--- src/shared/pldc_pkg.sv ---
package pldc_pkg;
  // number of logical devices that own a copy of the set
  localparam int NUM_DEV = 4;
  localparam logic [7:0] NUM_DEV_B = 8'h04;

  // register indices
  localparam logic [7:0] IDX_LDN = 8'h07;
  localparam logic [7:0] IDX_ACT = 8'h30;
  localparam logic [7:0] IDX_RC = 8'h31;
  localparam logic [7:0] IDX_B0H = 8'h60;
  localparam logic [7:0] IDX_B0L = 8'h61;
  localparam logic [7:0] IDX_B1H = 8'h62;
  localparam logic [7:0] IDX_B1L = 8'h63;
  localparam logic [7:0] IDX_INTERRUPT_REQUEST_LEVEL = 8'h70;
  localparam logic [7:0] IDX_ITYP = 8'h71;
  localparam logic [7:0] IDX_DMA0 = 8'h74;
  localparam logic [7:0] IDX_DMA1 = 8'h75;

  // field positions
  localparam int ACT_BIT = 0;
  localparam int RC_PAT_BIT = 0;
  localparam int RC_EN_BIT = 1;
  localparam int ITYP_LVL_BIT = 0;
  localparam int ITYP_POL_BIT = 1;

  // fixed values
  localparam logic [7:0] PAT_SET = 8'h55;
  localparam logic [7:0] PAT_CLR = 8'hAA;
  localparam logic [2:0] DMA_CASCADE = 3'h4;
  localparam logic [3:0] IRQ_NONE = 4'h0;
  localparam logic [7:0] ZERO_B = 8'h00;
  // ports decoded per descriptor
  localparam logic [15:0] IO_RANGE_LEN = 16'h0008;
  // writable bits of the interrupt type; 2'b00 makes it read-only
  localparam logic [1:0] ITYP_WR_MASK = 2'h3;

  // strong pull-up after an open-drain release
  localparam int CLK_NS = 25;
  localparam int STRONG_PU_NS = 50;
  localparam logic [1:0] STRONG_PU_CYC = 2'((STRONG_PU_NS + CLK_NS - 1) / CLK_NS);

  // configuration of one logical device
  typedef struct packed {
    logic act;
    logic rc_en;
    logic rc_pat;
    logic [2:0] b0h;
    logic [7:0] b0l;
    logic [2:0] b1h;
    logic [7:0] b1l;
    logic [3:0] interrupt_request_level;
    logic [1:0] ityp;
    logic [2:0] dma0;
    logic [2:0] dma1;
  } pldc_dev_t;

  localparam pldc_dev_t DEV_RST = '0;

  typedef struct packed {
    pldc_dev_t [NUM_DEV-1:0] dev;
    logic [7:0] ldn;
    logic [7:0] rdata;
    logic [7:0] io_data;
    logic io_drive;
    logic [NUM_DEV-1:0] io_sel;
    logic [NUM_DEV-1:0] irq_val;
    logic [NUM_DEV-1:0] dma0_val;
    logic [NUM_DEV-1:0] dma1_val;
    logic [NUM_DEV-1:0] irq_pin;
    logic [NUM_DEV-1:0] irq_oe_n;
    logic [NUM_DEV-1:0] req_q;
    logic [NUM_DEV-1:0][1:0] pu_cnt;
  } pldc_state_t;
endpackage : pldc_pkg

--- src/hdl/pldc_top.sv ---
`timescale 1ns/10ps
// Behaviour
// - each logical device has own activation register
// - activation bit one enables device on bus
// - unused activation and check bits read zero
// - check with pattern bit one answers 55h
// - check with pattern bit zero answers AAh
// - check enable bit, effective only while inactive
// - descriptor zero base at 60h high, 61h low
// - high byte bits 7 to 3 read zero
// - descriptor one base at 62h high, 63h low
// - low four bits pick interrupt level, zero none
// - type bit zero: edge or level signalling; stored only, both pass the request as a level
// - polarity bit one: active high push-pull
// - polarity bit zero: low, open-drain, brief pull-up
// - interrupt type register may be read-only
// - first DMA select low three bits channel
// - second DMA select low three bits channel
// - DMA channel four means no channel
// - accesses apply to selected logical device only
module pldc_top (
  input wire logic sys_clk_i,
  input wire logic rst_i,
  input wire logic [7:0] cfg_addr_i,
  input wire logic [7:0] cfg_wdata_i,
  input wire logic cfg_wr_i,
  input wire logic cfg_rd_i,
  output logic [7:0] cfg_rdata_o,
  input wire logic [15:0] io_addr_i,
  input wire logic io_rd_i,
  input wire logic [pldc_pkg::NUM_DEV-1:0] irq_req_i,
  output logic [7:0] io_data_o,
  output logic io_drive_o,
  output logic [pldc_pkg::NUM_DEV-1:0] io_sel_o,
  output pldc_pkg::pldc_dev_t [pldc_pkg::NUM_DEV-1:0] dev_cfg_o,
  output logic [pldc_pkg::NUM_DEV-1:0] irq_valid_o,
  output logic [pldc_pkg::NUM_DEV-1:0] dma0_valid_o,
  output logic [pldc_pkg::NUM_DEV-1:0] dma1_valid_o,
  output logic [pldc_pkg::NUM_DEV-1:0] irq_pin_o,
  output logic [pldc_pkg::NUM_DEV-1:0] irq_oe_n_o
);
  pldc_pkg::pldc_state_t st_reg;
  pldc_pkg::pldc_state_t st_next;

  // decode helpers for the io range of every device
  logic [pldc_pkg::NUM_DEV-1:0] in_range;
  logic [15:0] base0 [pldc_pkg::NUM_DEV];
  logic [15:0] base1 [pldc_pkg::NUM_DEV];

  // a zero base is taken as unassigned so an idle device never decodes
  always_comb begin
    for (int d = 0; d < pldc_pkg::NUM_DEV; d++) begin
      base0[d] = {5'h0_0, st_reg.dev[d].b0h, st_reg.dev[d].b0l};
      base1[d] = {5'h0_0, st_reg.dev[d].b1h, st_reg.dev[d].b1l};
      in_range[d] = ((base0[d] != 16'h0000) &&
                     ((io_addr_i - base0[d]) < pldc_pkg::IO_RANGE_LEN)) ||
                    ((base1[d] != 16'h0000) &&
                     ((io_addr_i - base1[d]) < pldc_pkg::IO_RANGE_LEN));
    end
  end

  // selected device, or none when the number is out of range
  logic sel_ok;
  logic [1:0] sel;
  assign sel_ok = st_reg.ldn < pldc_pkg::NUM_DEV_B;
  assign sel = st_reg.ldn[1:0];

  // next state: register writes, read mux, io answer, irq pins
  always_comb begin
    logic [7:0] rd_val;
    logic asserted;
    logic pat_hit;
    rd_val = pldc_pkg::ZERO_B;
    asserted = 1'b0;
    pat_hit = 1'b0;
    st_next = st_reg;

    // card-level device number lives here so the copies can be chosen
    if (cfg_wr_i && cfg_addr_i == pldc_pkg::IDX_LDN) begin
      st_next.ldn = cfg_wdata_i;
    end

    // writes land only in the selected copy
    if (cfg_wr_i && sel_ok) begin
      case (cfg_addr_i)
        pldc_pkg::IDX_ACT: begin
          st_next.dev[sel].act = cfg_wdata_i[pldc_pkg::ACT_BIT];
        end
        pldc_pkg::IDX_RC: begin
          st_next.dev[sel].rc_en = cfg_wdata_i[pldc_pkg::RC_EN_BIT];
          st_next.dev[sel].rc_pat = cfg_wdata_i[pldc_pkg::RC_PAT_BIT];
        end
        pldc_pkg::IDX_B0H: st_next.dev[sel].b0h = cfg_wdata_i[2:0];
        pldc_pkg::IDX_B0L: st_next.dev[sel].b0l = cfg_wdata_i;
        pldc_pkg::IDX_B1H: st_next.dev[sel].b1h = cfg_wdata_i[2:0];
        pldc_pkg::IDX_B1L: st_next.dev[sel].b1l = cfg_wdata_i;
        pldc_pkg::IDX_INTERRUPT_REQUEST_LEVEL: st_next.dev[sel].interrupt_request_level = cfg_wdata_i[3:0];
        pldc_pkg::IDX_ITYP: begin
          // level and polarity bits; bits outside the mask keep their value
          st_next.dev[sel].ityp = (cfg_wdata_i[1:0] & pldc_pkg::ITYP_WR_MASK) |
                                  (st_reg.dev[sel].ityp & ~pldc_pkg::ITYP_WR_MASK);
        end
        pldc_pkg::IDX_DMA0: st_next.dev[sel].dma0 = cfg_wdata_i[2:0];
        pldc_pkg::IDX_DMA1: st_next.dev[sel].dma1 = cfg_wdata_i[2:0];
        default: begin
        end
      endcase
    end

    // read mux; unused bits come back as zero
    if (cfg_addr_i == pldc_pkg::IDX_LDN) begin
      rd_val = st_reg.ldn;
    end else if (sel_ok) begin
      case (cfg_addr_i)
        pldc_pkg::IDX_ACT: rd_val = {7'h0_0, st_reg.dev[sel].act};
        pldc_pkg::IDX_RC: rd_val = {6'h0_0, st_reg.dev[sel].rc_en,
                                    st_reg.dev[sel].rc_pat};
        pldc_pkg::IDX_B0H: rd_val = {5'h0_0, st_reg.dev[sel].b0h};
        pldc_pkg::IDX_B0L: rd_val = st_reg.dev[sel].b0l;
        pldc_pkg::IDX_B1H: rd_val = {5'h0_0, st_reg.dev[sel].b1h};
        pldc_pkg::IDX_B1L: rd_val = st_reg.dev[sel].b1l;
        pldc_pkg::IDX_INTERRUPT_REQUEST_LEVEL: rd_val = {4'h0, st_reg.dev[sel].interrupt_request_level};
        pldc_pkg::IDX_ITYP: rd_val = {6'h0_0, st_reg.dev[sel].ityp};
        pldc_pkg::IDX_DMA0: rd_val = {5'h0_0, st_reg.dev[sel].dma0};
        pldc_pkg::IDX_DMA1: rd_val = {5'h0_0, st_reg.dev[sel].dma1};
        default: rd_val = pldc_pkg::ZERO_B;
      endcase
    end
    // data stand only in the cycle after the strobe
    st_next.rdata = cfg_rd_i ? rd_val : pldc_pkg::ZERO_B;

    // io answer: lowest checking device sets the pattern if two ranges overlap
    st_next.io_data = pldc_pkg::ZERO_B;
    st_next.io_drive = 1'b0;
    st_next.io_sel = '0;
    for (int d = pldc_pkg::NUM_DEV - 1; d >= 0; d--) begin
      if (io_rd_i && in_range[d]) begin
        if (st_reg.dev[d].act) begin
          // active device: its function answers, no pattern
          st_next.io_sel[d] = 1'b1;
        end else if (st_reg.dev[d].rc_en) begin
          pat_hit = 1'b1;
          st_next.io_drive = 1'b1;
          st_next.io_data = st_reg.dev[d].rc_pat ? pldc_pkg::PAT_SET
                                                 : pldc_pkg::PAT_CLR;
        end
      end
    end
    // an active device may still overlap a checking one
    if (pat_hit) begin
      st_next.io_sel = '0;
    end

    // resource validity follows the stored selections
    for (int d = 0; d < pldc_pkg::NUM_DEV; d++) begin
      st_next.irq_val[d] = st_next.dev[d].interrupt_request_level != pldc_pkg::IRQ_NONE;
      st_next.dma0_val[d] = st_next.dev[d].dma0 != pldc_pkg::DMA_CASCADE;
      st_next.dma1_val[d] = st_next.dev[d].dma1 != pldc_pkg::DMA_CASCADE;
    end

    // interrupt pins; edge and level both pass the request as a level
    for (int d = 0; d < pldc_pkg::NUM_DEV; d++) begin
      asserted = irq_req_i[d] && st_reg.irq_val[d] && st_reg.dev[d].act;
      st_next.req_q[d] = asserted;
      if (st_reg.dev[d].ityp[pldc_pkg::ITYP_POL_BIT]) begin
        st_next.irq_pin[d] = asserted;
        st_next.irq_oe_n[d] = 1'b0;
        st_next.pu_cnt[d] = 2'h0;
      end else if (asserted) begin
        st_next.irq_pin[d] = 1'b0;
        st_next.irq_oe_n[d] = 1'b0;
        st_next.pu_cnt[d] = 2'h0;
      end else if (st_reg.req_q[d] || st_reg.pu_cnt[d] != 2'h0) begin
        // strong drive high first, so the weak pull-up need not slew
        st_next.irq_pin[d] = 1'b1;
        st_next.irq_oe_n[d] = 1'b0;
        st_next.pu_cnt[d] = st_reg.req_q[d] ? pldc_pkg::STRONG_PU_CYC - 2'h1
                                            : st_reg.pu_cnt[d] - 2'h1;
      end else begin
        st_next.irq_pin[d] = 1'b1;
        st_next.irq_oe_n[d] = 1'b1; // released to the weak pull-up
        st_next.pu_cnt[d] = 2'h0;
      end
    end
  end

  // single register for the whole state
  always_ff @(posedge sys_clk_i) begin
    if (rst_i) begin
      st_reg <= '0;
      st_reg.irq_pin <= '1;
      st_reg.irq_oe_n <= '1;
      st_reg.dma0_val <= '1;
      st_reg.dma1_val <= '1;
    end else begin
      st_reg <= st_next;
    end
  end

  // outputs straight from the state register
  assign cfg_rdata_o = st_reg.rdata;
  assign io_data_o = st_reg.io_data;
  assign io_drive_o = st_reg.io_drive;
  assign io_sel_o = st_reg.io_sel;
  assign dev_cfg_o = st_reg.dev;
  assign irq_valid_o = st_reg.irq_val;
  assign dma0_valid_o = st_reg.dma0_val;
  assign dma1_valid_o = st_reg.dma1_val;
  assign irq_pin_o = st_reg.irq_pin;
  assign irq_oe_n_o = st_reg.irq_oe_n;
endmodule : pldc_top

--- config.mk ---
export PLATFORM = sky130hd
export DESIGN_NAME = pldc_top
export DESIGN_NICKNAME = d
export VERILOG_FILES = /design/src/shared/pldc_pkg.sv /design/src/hdl/pldc_top.sv
export SDC_FILE = /design/constraint.sdc
export NUM_CORES = 1
export LEC_CHECK = 0
export BUFFER_PORTS_ARGS = -buffer_cell sky130_fd_sc_hd__buf_4
export CAP_MARGIN = 20
export CORE_UTILIZATION = 53
export DETAILED_ROUTE_END_ITERATION = 8
export HOLD_SLACK_MARGIN = 0.05
export PLACE_DENSITY = 0.77
export SETUP_SLACK_MARGIN = 0.15
export SLEW_MARGIN = 10
export SYNTH_ARGS = -nofsm -noshare
export SYNTH_HDL_FRONTEND = slang
export SYNTH_SLANG_ARGS = --single-unit
--- constraint.sdc ---
create_clock -name sys_clk_i -period 3.02 [get_ports sys_clk_i]
set_input_delay 0.151 -clock sys_clk_i [delete_from_list [all_inputs] [get_ports sys_clk_i]]
set_output_delay 0.151 -clock sys_clk_i [all_outputs]
set_load 0.005 [all_outputs]
# Word level (Yosys, flattened, before mapping)
# Cells that the tools add are included.
[op_classes] add_sub_neg=12 n_lt_le_gt_ge=11 n_eq_ne=19 muxes=96 bitwise_logic=9 n_reduce_logical=62
[ops] cell="148-bit bitwise mux" n=11
[ops] cell="148-bit one-hot mux with 10 select lines" n=1
[ops] cell="37-bit demux with 2-bit select" n=11
[ops] cell="16-bit by 4-bit < comparator with 1-bit output, second input constant" n=8
[ops] cell="16-bit by 11-bit subtractor with 16-bit output" n=8
[ops] cell="123-bit 2-to-1 mux" n=1
[ops] cell="9-bit 2-to-1 mux" n=11
[ops] cell="11-bit nonzero test" n=8
[ops] cell="8-bit one-hot mux with 10 select lines" n=1
[ops] cell="37-bit binary-select mux with 2-bit select" n=1
[ops] cell="37-bit 2-to-1 mux" n=2
[ops] cell="8-bit by 7-bit equality test with 1-bit output, second input constant" n=8
[ops] cell="8-bit 2-to-1 mux" n=7
[ops] cell="1-bit 2-to-1 mux" n=40
[ops] cell="36-bit 2-to-1 mux" n=1
[ops] cell="35-bit 2-to-1 mux" n=1
[ops] cell="34-bit 2-to-1 mux" n=1
[ops] cell="31-bit 2-to-1 mux" n=1
[ops] cell="3-bit inequality test, second input constant" n=8
[ops] cell="1-bit logical AND" n=23
[ops] cell="23-bit 2-to-1 mux" n=1
[ops] cell="20-bit 2-to-1 mux" n=1
[ops] cell="5-bit OR reduction" n=4
[ops] cell="8-bit by 6-bit equality test with 1-bit output, second input constant" n=2
[ops] cell="18 further kinds" n=48
[totals] regBits=209 input_bits=41 output_inout_bits=189

# Logic depth before layout (Yosys ltp)
[logic_depth] ltp_word=16 depth_mapped=13 depth_no_buf=12

# Worst setup path after synthesis
# No wires, ideal clock.
[synth_path] kind="reg2reg" startpoint="register st_reg (netlist bit dev_cfg_o[25])" endpoint="register st_reg (netlist bit io_data_o[6])" setup_time_ps=70 arrival_time_ps=3082 path_slack_ps=-132 stages_incl_launch_ff=13 n_path_buf=0 period_less_slack_ps=3152 path_cell_list="dfxtp_1 > inv_1 > ha_1 > a21o_1 > a31oi_1 > o21ai_1 > o31ai_1 > mux2_2 > or4_1 > o32ai_1 > nand4b_1 > or2_2 > a21oi_1"
[synth_via] elab_chain_cells=6
[synth_rtl] item="start: declaration" line_no="pldc_top.sv:42" text="pldc_pkg::pldc_state_t st_reg;"
[synth_rtl] item="start signal: assignment" line_no="pldc_top.sv:196" text="st_reg <= st_next;"
[synth_rtl] item="16-bit by 11-bit subtractor with 16-bit output" line_no="pldc_top.sv:56" text="((io_addr_i - base0[d]) < pldc_pkg::IO_RANGE_LEN)) ||"
[synth_rtl] item="16-bit by 4-bit < comparator with 1-bit output" line_no="pldc_top.sv:56"
[synth_rtl] item="1-bit logical AND *" line_no="pldc_top.sv:55" text="in_range[d] = ((base0[d] != 16'h0000) &&"
[synth_rtl] item="1-bit logical OR *" line_no="pldc_top.sv:56"
[synth_rtl] item="1-bit logical AND *" line_no="pldc_top.sv:137" text="if (io_rd_i && in_range[d]) begin"
[synth_rtl] item="9-bit 2-to-1 mux *" line_no="pldc_top.sv:137"
# Mark *: on every way between the ends. The rest lies on a longest branch, timed or not.
# A chain may end at the register's enable or synchronous reset.

# Final worst setup path
# Ends and elaborated chain as after synthesis.

==> reports/results.tsv <==
metric	value	unit
outcome	finished with violations	
failing_checks	design-rule violations, negative setup slack	
synthMostInstantiatedCell	dfxtp_1	
avgRoutedWirePerCell	22.3	microns
critical_path.endpoint_type	flip-flop	
area_growth_syn_to_layout	26.8	%
setup_viol	7	
std_cell_rows	61	
power.static_leakage	8.02	nW
synthTopCellsByCount	dfxtp_1 (203), buf_4 (188), nor2_1 (173)	
nFillCells	2260	
peak_fanout_along_the_critical_path	4	
clock_latency	0.55	ns
post_dp_hpwl	43100	microns
synth_seq_cells	203	
worst-slew-pin-transition	0.954	ns
die_height	171	microns
grt_setup_unrepaired	yes	
floorplan.die.width	171	microns
detail_route.drc_violations	1	
tritoncts	done	
clkSlewWorstSetupHoldPaths	0.07	ns
yosys_warnings	0	
htree_levels	1	
netlist_top_cells_area	dfxtp_1 (27%), buf_4 (9.3%), ha_1 (7.3%)	
final_antenna_net_count	0	
finalPower	6.76	mW
maximum_clock_rate	311	MHz
global_route_wire_length_before_repair	84900	microns
cts_sinks	203	
crit_path_start_kind	flip-flop	
port-buffer-count	229	
synth_area	0.0151	sq mm
timing_worst_setup_path_type	flip-flop to flip-flop	
gp_congestion	1.01	
detail_route.wirelength	57600	microns
drive_above_1_share	31.4	%
timing.final.max_slew_violations	0	
num_vias	16100	
synth_ff_type	dfxtp_1	
fin_crit	3.21	ns
clock_skew	0.0297	ns
grt-ovfl-total	0	
grt_antenna_before_repair	2	
ir_worst_vdd	0.000319	V
via_count_normalized_by_instance_count	6.22	
clockRootBuffer	clkbuf_16	
final_min_period_over_clock_period	106	%
globalRouteTotalUtil	38.1	%
post_synth.cell_area_avg	7.87	sq um
required_worst_endpoint	3.42	ns
placeableCoreArea	0.0279	sq mm
synth_top_cell_by_area	dfxtp_1	
largest_reg_flops	148	
dr_pass1_iterations	9	
worst_hold_slack	0.0690	ns
power-per-cell-area	352	mW/mm^2
synth_edf_count	0	
post_synthesis_cell_count	1925	
report.final.hold_viol_count	0	
synthArstFlopShare	0	%
layout.nets	2317	
worst_ep_arrival_time	3.61	ns
postSynthNetCount	2054	
slew-limit-headroom	36.2	%
worst_hold_path_type	input pin to flip-flop	
drt_iter0_markers	2015	
starting_density	54.2	%
grt_max_degree	76	
grt_pass1_vias	14800	
cap_violations	0	
cts_inserted_buffers	24	
yosys.area.top_type_share	26.8	%
clock_tree.buffer_depth	3	
io_pins	230	
netlist-cell-type-count	78	
seq_area_frac_synth	26.8	%
die-area	0.0293	sq mm
setup_ws	-0.192	ns
final timing paths:
kind	from	end	slack, ns	cells past startpoint
max	dev_cfg_o[25]$_SDFFE_PP0P_	io_data_o[6]$_SDFF_PP0_	-0.19	13
min	cfg_wdata_i[2]	st_reg[55]$_SDFFE_PP0P_	0.07	3
max reg2reg	dev_cfg_o[25]$_SDFFE_PP0P_	io_data_o[6]$_SDFF_PP0_	-0.19	13
min reg2reg	st_reg[56]$_SDFFE_PP0P_	st_reg[56]$_SDFFE_PP0P_	0.48	2
final cells by class:
| type | count | area (sq um) | share of cell area (%) |
|---|---|---|---|
| flip-flops and latches | 203 | 4070 | 21.2 |
| diodes | 1 | 2.50 | 0.0130 |
| inverters | 125 | 469 | 2.44 |
| clock buffers | 31 | 657 | 3.42 |
| repair buffers | 516 | 4010 | 20.8 |
| multi-input cells | 1318 | 9370 | 48.8 |
| well taps | 378 | 473 | 2.46 |
| clock inverters | 12 | 165 | 0.860 |
stage by stage:
| stage | setup WS, ns | utilization (%) | area, sq um | TNS [ns] | instances |
|---|---|---|---|---|---|
| 2_1_floorplan | 0.106 | - | 15300 | 0 | 1925 |
| 3_3_place_gp | -0.663 | 63.7 | 17800 | -3.97 | 2516 |
| 3_5_place_dp | -0.705 | 63.7 | 17800 | -4.10 | 2516 |
| 4_1_cts | -0.106 | 67.5 | 18900 | -0.256 | 2573 |
| 5_1_grt | -0.288 | 68.8 | 19200 | -1.55 | 2583 |
| 6_report | -0.192 | 68.8 | 19200 | -0.976 | 2584 |
metal layers:
layer  wire, microns  global-route usage, %  vias to the layer above
met4            3720                   21.8                        4
met2           25100                   59.5                     1074
met3            6210                   5.78                      243
met5              57                      0                        -
li1                -                      -                     7258
met1           22600                   49.9                     7503
cell usage in the layout (no fill, tap or decap), drive strengths merged, types with 12 or more instances in the layout:
cell type,synthesis,routed
nor4,31,31
clkbuf,79,31
a21oi,156,156
o31ai,15,15
inv,125,125
o21ai,124,124
nand2,163,163
buf,200,505
mux4,37,37
a31oi,12,12
o21a,19,19
nor2b,17,17
nand3,77,77
nand2b,20,20
nor2,173,173
nor3,46,46
and3,16,16
mux2i,72,72
nand4,17,17
ha,88,88
dfxtp,203,203
a21o,24,24
a211oi,17,17
repair_timing:
item,in CTS,in global routing
hold endpoints to repair,51,0
gates resized for setup,23,61
setup buffers,3,10
hold buffers,11,0
gates cloned,0,0
pin swaps,14,34
setup endpoints to repair,8,36
power breakdown:
part           internal, mW  switching (mW)
registers              2.68         0.00160
logic                 0.432           0.582
clock network          1.80            1.27
logic make-up (layout without fill, tap and decap cells):
family / count (synthesis) / in the layout / share of synthesized area, %
simple gates: 624 / 624 / 19.8
flops: 203 / 203 / 26.8
other cells: 0 / 1 / 0
xor+xnor: 16 / 16 / 0.925
buf+inv: 404 / 684 / 14.7
fa+ha+maj: 88 / 88 / 7.27
compound gates: 473 / 473 / 19.6
mux: 117 / 117 / 10.9
critical path: stages, from the launching register on:
cell,delay [ns]
dfxtp_2,0.33
inv_2,0.04
ha_4,0.21
a21o_1,0.18
a31oi_4,0.19
o21ai_4,0.11
o31ai_4,0.24
mux2_4,0.32
or4_4,0.56
o32ai_4,0.22
nand4b_1,0.27
buf_4,0.23
o311ai_2,0.07
a21oi_1,0.11
No activity file was read; power rests on OpenSTA's default activity.
